--- config.mk ---
export PLATFORM = sky130hd
export DESIGN_NAME = sound_generator
export DESIGN_NICKNAME = d
export VERILOG_FILES = /design/src/common/sound_gen_pkg.sv /design/src/hdl/period_divider.sv /design/src/hdl/sound_generator.sv
export SDC_FILE = /design/constraint.sdc
export NUM_CORES = 1
export LEC_CHECK = 0
export BUFFER_PORTS_ARGS = -buffer_cell sky130_fd_sc_hd__buf_2
export CAP_MARGIN = 20
export CORE_ASPECT_RATIO = 0.8
export CORE_MARGIN = 2
export CORE_UTILIZATION = 56
export DETAILED_ROUTE_END_ITERATION = 8
export PLACE_DENSITY = 0.76
export SLEW_MARGIN = 20
export SYNTH_ARGS = -nofsm -noshare
export SYNTH_HDL_FRONTEND = slang
export SYNTH_HIERARCHICAL = 1
export SYNTH_SLANG_ARGS = --single-unit
--- constraint.sdc ---
create_clock -name clk -period 3.3 [get_ports clk]
set_input_delay 0.33 -clock clk [delete_from_list [all_inputs] [get_ports clk]]
set_output_delay 0.33 -clock clk [all_outputs]
set_load 0.005 [all_outputs]
--- src/common/sound_gen_pkg.sv ---
// constants shared by the three-channel sound generator
package sound_gen_pkg;
  localparam logic [3:0] reg_a_fine     = 4'h0;
  localparam logic [3:0] reg_a_coarse   = 4'h1;
  localparam logic [3:0] reg_b_fine     = 4'h2;
  localparam logic [3:0] reg_b_coarse   = 4'h3;
  localparam logic [3:0] reg_c_fine     = 4'h4;
  localparam logic [3:0] reg_c_coarse   = 4'h5;
  localparam logic [3:0] reg_noise      = 4'h6;
  localparam logic [3:0] reg_mixer      = 4'h7;
  localparam logic [3:0] reg_a_level    = 4'h8;
  localparam logic [3:0] reg_b_level    = 4'h9;
  localparam logic [3:0] reg_c_level    = 4'ha;
  localparam logic [3:0] reg_env_low    = 4'hb;
  localparam logic [3:0] reg_env_high   = 4'hc;
  localparam logic [3:0] reg_env_shape  = 4'hd;
  localparam logic [3:0] reg_io_port    = 4'he;
  localparam logic [3:0] reg_spare      = 4'hf;
  localparam int         num_regs       = 16;
  localparam logic [7:0] reg_reset      = 8'h00;
  localparam logic [7:0] mixer_reset    = 8'hff;
  localparam logic [3:0] prescale_last  = 4'hf;
  localparam int         coarse_lsb     = 8;
  localparam int         noise_tone_ofs = 3;
  localparam int         io_dir_bit     = 6;
  localparam int         env_mode_bit   = 4;
  localparam logic [16:0] lfsr_seed     = 17'h00001;
  localparam logic [11:0] period_one    = 12'h001;
  localparam logic [4:0]  noise_one     = 5'h01;
endpackage

--- src/hdl/period_divider.sv ---
// programmable divider toggling a square wave once per period
`timescale 1ns/1ps
`default_nettype none
module period_divider #(
  parameter int w = 12
) (
  input  wire logic         clk,     // system clock
  input  wire logic         rst,     // synchronous reset
  input  wire logic         tick,    // prescaled step
  input  wire logic [w-1:0] period,  // division value
  output var  logic         wave     // square wave out
);
  typedef struct packed {
    logic [w-1:0] cnt;
    logic         wave;
  } div_state_type;
  div_state_type s_q;
  div_state_type s_d;
  logic [w-1:0] eff;
  always_comb
  begin
    s_d = s_q;
    eff = (period == '0) ? w'(1) : period;
    if (tick)
    begin
      if (s_q.cnt + w'(1) >= eff)
      begin
        s_d.cnt  = '0;
        s_d.wave = ~s_q.wave;
      end
      else
      begin
        s_d.cnt = s_q.cnt + w'(1);
      end
    end
  end
  always_ff @(posedge clk)
  begin
    if (rst)
      s_q <= '0;
    else
      s_q <= s_d;
  end
  assign wave = s_q.wave;
endmodule // period_divider
`default_nettype wire

--- src/hdl/sound_generator.sv ---
// three-channel sound generator with index and data host ports
// How it works
// - host uses index port and data port
// - sixteen eight-bit registers, indices 0-15
// - clock divided by sixteen then period
// - period is 256 times coarse bits 3-0 plus fine
// - channel periods from register pairs 1/0,3/2,5/4
// - period one divides by one, max 4095
// - io port independent of sound logic
// - sixteen-level output per channel
// - level fixed or from envelope
// - mixer combines tone and noise
// - envelope level drives channels with level bit 4 set
// - pseudo-random noise square wave
// - noise period from register 6 bits 4-0
// - register 7 gates noise, tone, io direction
// - bit 4 selects envelope, zero silences
`timescale 1ns/1ps
`default_nettype none
module sound_generator (
  input  wire logic       clk,         // 10 MHz clock
  input  wire logic       rst,         // synchronous reset
  input  wire logic       ce,          // clock enable, freezes all
  input  wire logic       index_wr,    // write strobe, index port
  input  wire logic       data_wr,     // write strobe, data port
  input  wire logic       data_rd,     // read strobe, data port
  input  wire logic [7:0] wr_data,     // host write data
  output var  logic [7:0] rd_data,     // host read data
  input  wire logic [7:0] io_in,       // general_io_port_a pins in
  output var  logic [7:0] io_out,      // general_io_port_a pins out
  output var  logic       io_oe,       // io port output enable
  output var  logic [3:0] level_a,     // channel a level
  output var  logic [3:0] level_b,     // channel b level
  output var  logic [3:0] level_c      // channel c level
);
  typedef struct packed {
    logic [3:0]       index;
    logic [15:0][7:0] regs;
    logic [3:0]       pre;
    logic [4:0]       ncnt;
    logic [16:0]      lfsr;
    logic [15:0]      ecnt;
    logic [4:0]       estep;
    logic [7:0]       rd;
    logic [7:0]       io_out;
    logic             io_oe;
    logic [2:0][3:0]  lvl;
  } top_state_type;
  top_state_type s_q;
  top_state_type s_d;
  logic        tick;
  logic [2:0]  tone_wave;
  logic [11:0] tone_per [3];
  logic [3:0]  env_level;
  logic [4:0]  np;
  logic [15:0] ep;
  logic [7:0]  mix_reg;

  assign tick = ce && (s_q.pre == sound_gen_pkg::prescale_last);
  assign mix_reg = s_q.regs[sound_gen_pkg::reg_mixer];

  genvar ch;
  generate
    for (ch = 0; ch < 3; ch++)
    begin : g_tone
      assign tone_per[ch] = {s_q.regs[2*ch+1][3:0], s_q.regs[2*ch]};
      period_divider #(.w(12)) u_div (
        .clk    (clk),
        .rst    (rst),
        .tick   (tick),
        .period (tone_per[ch]),
        .wave   (tone_wave[ch])
      );
    end
  endgenerate

  assign np = s_q.regs[sound_gen_pkg::reg_noise][4:0];
  assign ep = {s_q.regs[sound_gen_pkg::reg_env_high], s_q.regs[sound_gen_pkg::reg_env_low]};
  // simple falling envelope, shape left to the shape register owner
  assign env_level = s_q.estep[4] ? 4'h0 : ~s_q.estep[3:0];

  always_comb
  begin
    logic [3:0] amp;
    logic       tone_on;
    logic       noise_on;
    logic       mixed;
    logic [7:0] lr;
    amp      = 4'h0;
    tone_on  = 1'b0;
    noise_on = 1'b0;
    mixed    = 1'b0;
    lr       = 8'h00;
    s_d = s_q;
    if (ce)
    begin
      s_d.pre = s_q.pre + 4'h1;
      if (index_wr)
        s_d.index = wr_data[3:0];
      else if (data_wr)
        s_d.regs[s_q.index] = wr_data;
      if (data_rd)
      begin
        if (s_q.index == sound_gen_pkg::reg_io_port && !mix_reg[sound_gen_pkg::io_dir_bit])
          s_d.rd = io_in;
        else
          s_d.rd = s_q.regs[s_q.index];
      end
      if (index_wr == 1'b0 && data_wr && s_q.index == sound_gen_pkg::reg_env_shape)
      begin
        s_d.ecnt  = 16'h0000;
        s_d.estep = 5'h00;
      end
      else if (tick)
      begin
        if (s_q.ncnt + 5'h01 >= ((np == 5'h00) ? sound_gen_pkg::noise_one : np))
        begin
          s_d.ncnt = 5'h00;
          s_d.lfsr = {s_q.lfsr[15:0], s_q.lfsr[16] ^ s_q.lfsr[13]};
          if (s_d.lfsr == 17'h00000)
            s_d.lfsr = sound_gen_pkg::lfsr_seed;
        end
        else
          s_d.ncnt = s_q.ncnt + 5'h01;
        if (s_q.ecnt + 16'h0001 >= ((ep == 16'h0000) ? 16'h0001 : ep))
        begin
          s_d.ecnt = 16'h0000;
          if (!s_q.estep[4])
            s_d.estep = s_q.estep + 5'h01;
        end
        else
          s_d.ecnt = s_q.ecnt + 16'h0001;
      end
      s_d.io_oe  = mix_reg[sound_gen_pkg::io_dir_bit];
      s_d.io_out = s_q.regs[sound_gen_pkg::reg_io_port];
      for (int i = 0; i < 3; i++)
      begin
        lr = s_q.regs[int'(sound_gen_pkg::reg_a_level) + i];
        tone_on  = ~mix_reg[i];
        noise_on = ~mix_reg[i + sound_gen_pkg::noise_tone_ofs];
        mixed = (tone_wave[i] | ~tone_on) & (s_q.lfsr[0] | ~noise_on);
        amp = lr[sound_gen_pkg::env_mode_bit] ? env_level : lr[3:0];
        s_d.lvl[i] = mixed ? amp : 4'h0;
      end
    end
  end

  always_ff @(posedge clk)
  begin
    if (rst)
    begin
      s_q <= '0;
      s_q.regs[sound_gen_pkg::reg_mixer] <= sound_gen_pkg::mixer_reset;
      s_q.lfsr <= sound_gen_pkg::lfsr_seed;
    end
    else
      s_q <= s_d;
  end

  assign rd_data = s_q.rd;
  assign io_out  = s_q.io_out;
  assign io_oe   = s_q.io_oe;
  assign level_a = s_q.lvl[0];
  assign level_b = s_q.lvl[1];
  assign level_c = s_q.lvl[2];
endmodule // sound_generator
`default_nettype wire

# Yosys cells after proc, flatten, opt, wreduce, memory -nomap -nowiden
# Cells that the tools add are included.
# totals
ff_bits	247
input_bits	22
# op_classes
add_sub_neg	7
n_mux	28
reduce_logical	25
n_lt_le_gt_ge	7
bitwise_logic	16
eq_ne	4
# op_table
cell	count
$bwmux 128	1
$mux 12	6
$mux 21	2
$add 12x1->12 const B	3
$ge 12x12->1	3
$logic_not 12->1	3
$bmux 8 s4	1
$demux 8 s4	1
$mux 16	2
$mux 4	7
$mux 8	3
$mux 5	4
$logic_not 17->1	1
$mux 17	1
$add 16x1->16 const B	1
$ge 16x16->1	1
$logic_not 16->1	1
$eq 4x4->1 const B	3
$reduce_and 2->1	6
$add 5x1->5 const B	2
$reduce_and 3->1	3
$reduce_and 4->1	2
$or 1x1->1	6
$ge 5x5->1	1
other kinds (12)	23

# Logic depth before layout (Yosys ltp)
# logic_depth
word_depth	6
ltp_mapped	15

# By module
# The synthesis kept the hierarchy.
# by_module_without_submodules
mod	cells_per_inst	area_each_um2	n_inst
sound_generator	1059	10049.6	1
period_divider	118	1032.2	3

# Worst setup path after synthesis
# No wires, ideal clock.
# synth_timing
path_type	flip-flop to flip-flop
from	register s_q[34] (netlist name)
to	register s_q[35] (netlist name)
setup_slack_ps	205
stages_incl_launch_ff	16
arrival_time_ps	3025
synth_period_minus_slack_ps	3095
required_time_ps	3230
cell_sequence	dfxtp_1 -> ha_1 -> nand3_1 -> or2_2 -> clkbuf_1 -> nor2_1 -> and2_1 -> xor2_1 -> ha_1 -> nand4_1 -> nor3_1 -> a22oi_1 -> nand3_1 -> buf_2 -> or3b_1 -> a21oi_1
# synth_between
elab_chain_len	5
# synth_rtl
item	line_no	rtl
start, declared	sound_generator.sv:49	top_state_type s_q;
$add 16x1->16 (*)	sound_generator.sv:125, sound_generator.sv:132	
$ge 16x16->1	sound_generator.sv:125	if (s_q.ecnt + 16'h0001 >= ((ep == 16'h0000) ? 16'h0001 : ep))
$mux 16 (*)	sound_generator.sv:125	
$mux 21 (*)	sound_generator.sv:114	else if (tick)
$mux 21 (*)	sound_generator.sv:109	if (index_wr == 1'b0 && data_wr && s_q.index == sound_gen_pkg::reg_env_shape)
# Every way passes the cells marked *; elsewhere a longest branch is shown, timed or not. The select of a mux whose other input is x is not followed.
# A chain may end at the register's enable or synchronous reset.

# Final worst setup path
# layout_timing
from	register s_q[41] (netlist name)
to	register s_q[40] (netlist name)
# layout_between
elab_chain_len	5
# layout_rtl
item	line_no
$add 16x1->16	sound_generator.sv:125
$ge 16x16->1	sound_generator.sv:125
$mux 16	sound_generator.sv:125
$mux 21	sound_generator.sv:114
$mux 21	sound_generator.sv:109
# Every way passes these cells. The select of a mux whose other input is x is not followed.

==> results.toml <==
[floorplanning]
core_area_mm2 = 0.0232
fp.dieArea_mm2 = 0.0247
die_w_um = 175
initial_core_util_pct = 56.6
rows = 50
die_h_um = 141
ios = 51

[sta]
max-slew-margin-rel_pct = 35.5
period_share_pct = 99.0
tightestPinTransition_ns = 0.968
timing.hold.ws_ns = 0.0231
setup_tns_ns = 0
finalCriticalPeriod_ns = 3.27
max_freq_ghz = 0.306
slew_violations = 0
skew_ns = 0.0253
hold_viol = 0
setup_viol = 0

[final_layout]
fill_cells = 1860
final_layout_size_suffix_gt1_share_pct = 15.8
multi_input_area_mm2 = 0.00746
syn_to_final_growth_pct = 9.77
final_common_cell = "dfxtp_1"
seq_area_mm2 = 0.00496
registers.top_by_ff_count = "s_q"
fin_area_mm2 = 0.0144
num_antenna_cells = 0
largest_reg_flops = 150
nNetsFinal = 1495
layout_common_cells = "dfxtp_1 (239), nor2_1 (169), mux2i_1 (128)"

[synthesis]
synthArstFlopShare_pct = 0
syn_area_per_cell_um2 = 9.30
synth_nets = 1499
synth_area_leader_cell = "dfxtp_1"
synth_seq_cells = 247
synth.distinct_cells = 67
synth_edf_count = 0
syn-cell-area_mm2 = 0.0131
synthTopCellsByArea = "dfxtp_1 (38%), mux2i_1 (9.7%), mux4_2 (6.9%)"
yosysTopAreaCellShare_pct = 37.6
ys_warn_count = 6
yosysSeqAreaShare_pct = 37.6
synth-main-ff-cell = "dfxtp_1"
syn_inst = 1413

[worst_setup_path]
worstSetupPathType = "reg2reg"
cp_slowest_cell = "dfxtp_1"
worst_setup_path_end_kind = "register"
crit_arrival_ns = 3.67
path_delay_family = "simple AND/OR/NAND/NOR gates"
cp.required_ns = 3.71
cp-start-kind = "register"
crit_buf_inv = 1
crit_fanout = 6
slowest_delay_ns = 0.44
cp_cell_sequence = "nand3_2 > nor4_2 > buf_4 > nand3_1 > xnor2_1 > ha_1 > a21oi_1 > o21ai_0 > a22oi_2 > nand3_4 > or3_1 > o31ai_1"

[cts]
cts_buffer_depth = 3
clk_pin_slew_ns = 0.06
cts_buffers = 25
clock_latency_ns = 0.54
cts_sinks = 247
htree_levels = 1
cts_tree = "yes"
cts-root-buf = "clkbuf_16"

[global_route]
grt_pass1_vias = 10100
gr-total-overflow = 0
grt_max_degree = 125
grt_first_pass_wirelength_um = 53300
grt_use_total_pct = 26.5
antenna_found_initial = 0

[power_and_ir_drop]
power_per_cell_area_mw_per_mm2 = 436
static-leakage-power_nw = 5.48
irDropWorstVdd_mv = 0.376
power.total_mw = 6.29

[drt]
avgRoutedWirePerCell_um = 19.1
drt_iter0_markers = 1010
drc = 0
via_count = 10600
post_drt_via_cell_ratio = 6.11
postRouteAntennaNets = 0
wirelength_um = 33300
first_pass_iters = 5

[place]
dp_hpwl_um = 22900
numPortBuffers = 50
gp_congestion = 0.842
place_area_mm2 = 0.0135

[min_path]
hp-class = "in2reg"

[flow_run]
cap_viol_max_count = 0

[status]
outcome = "completed"
==> kinds of logic after synthesis <==
logic type | synth area share (%)
adders and majority gates | 6.09
muxes | 16.9
buffers and inverters | 6.38
DFF | 37.6
AOI/OAI and AO/OA | 11.6
xor gates and xnor gates | 3.26
and+or+nand+nor | 18.1
==> power breakdown <==
group | internal, mW | total (mW) | leakage (nW) | switching, mW
Sequential | 2.99 | 3.01 | 1.99 | 0.0125
Combinational | 0.0952 | 0.298 | 3.06 | 0.202
Clock | 1.78 | 2.99 | 0.422 | 1.20
Total | 4.87 | 6.29 | 5.48 | 1.42
==> metal layers <==
layer	up-vias	track usage (%)	routed length (um)
met1	5077	38.8	14800
met2	496	40.7	14400
met3	45	5.80	3520
li1	5005	-	-
met5	-	0	0
met4	0	4.74	509
==> area by class of cell <==
| type | count | area share (%) |
|---|---|---|
| clock inverter | 9 | 0.893 |
| inverter | 76 | 1.98 |
| tap | 312 | 2.71 |
| timing repair buffer | 77 | 3.27 |
| clock buffer | 36 | 5.11 |
| multi-input combinational | 982 | 51.7 |
| sequential | 247 | 34.4 |
==> worst paths after layout <==
check / startpoint / end / slack [ns] / cells past startpoint
worst max register to register: s_q[41] / s_q[40] / 0.03 / 12
worst min-delay path: io_in[1] / rd_data[1] / 0.02 / 3
worst min register to register: s_q[120] / s_q[120] / 0.46 / 2
worst max-delay path: s_q[41] / s_q[40] / 0.03 / 12
==> through the flow <==
stage	cells	worst slack (ns)	util, %
finish	1739	0.0344	62.2
floorplan	1413	0.205	-
global route	1739	-0.109	62.2
detailed placement	1692	-0.0408	58.0
CTS	1737	0.0140	61.7
global placement	1692	0.0753	58.0
==> cell usage after synthesis, types with 4 or more instances <==
| cell | n |
|---|---|
| nand4_1 | 7 |
| o21ai_0 | 31 |
| o2bb2ai_1 | 12 |
| nor2_1 | 170 |
| clkbuf_1 | 56 |
| o21a_1 | 5 |
| inv_1 | 75 |
| a32o_1 | 21 |
| buf_2 | 13 |
| dfxtp_1 | 247 |
| and2_1 | 5 |
| ha_1 | 64 |
| a22o_1 | 9 |
| a211o_1 | 10 |
| buf_1 | 7 |
| nand2b_1 | 33 |
| a21oi_1 | 76 |
| nor3_2 | 6 |
| mux2i_1 | 128 |
| o221ai_1 | 6 |
| o41ai_1 | 13 |
| nor3_1 | 14 |
| buf_4 | 29 |
| or2_2 | 4 |
| nand3_1 | 68 |
| nor3_4 | 4 |
| xnor2_1 | 30 |
| and3_1 | 7 |
| mux4_2 | 40 |
| nor3b_1 | 4 |
| a22oi_1 | 9 |
| nor2_2 | 4 |
| nand2_1 | 96 |
| nor4_1 | 14 |
| xor2_1 | 19 |
| nor2b_1 | 8 |
| or3_1 | 12 |
==> timing repair <==
| action | 4_1_cts | 5_1_grt |
|---|---|---|
| hold buffers | 0 | 0 |
| pin swaps | 1 | 4 |
| resized for setup | 2 | 21 |
| setup buffers | 0 | 2 |
| endpoints found under the setup margin | 13 | 19 |
==> worst reg2reg max path, stage by stage (launching register included) <==
cell and delay, ns:
dfxtp_1 0.44, nand3_2 0.18, nor4_2 0.28, buf_4 0.20
nand3_1 0.10, xnor2_1 0.25, ha_1 0.29, a21oi_1 0.17
o21ai_0 0.15, a22oi_2 0.28, nand3_4 0.15, or3_1 0.38
o31ai_1 0.29
(Power assumes the default switching activity.)
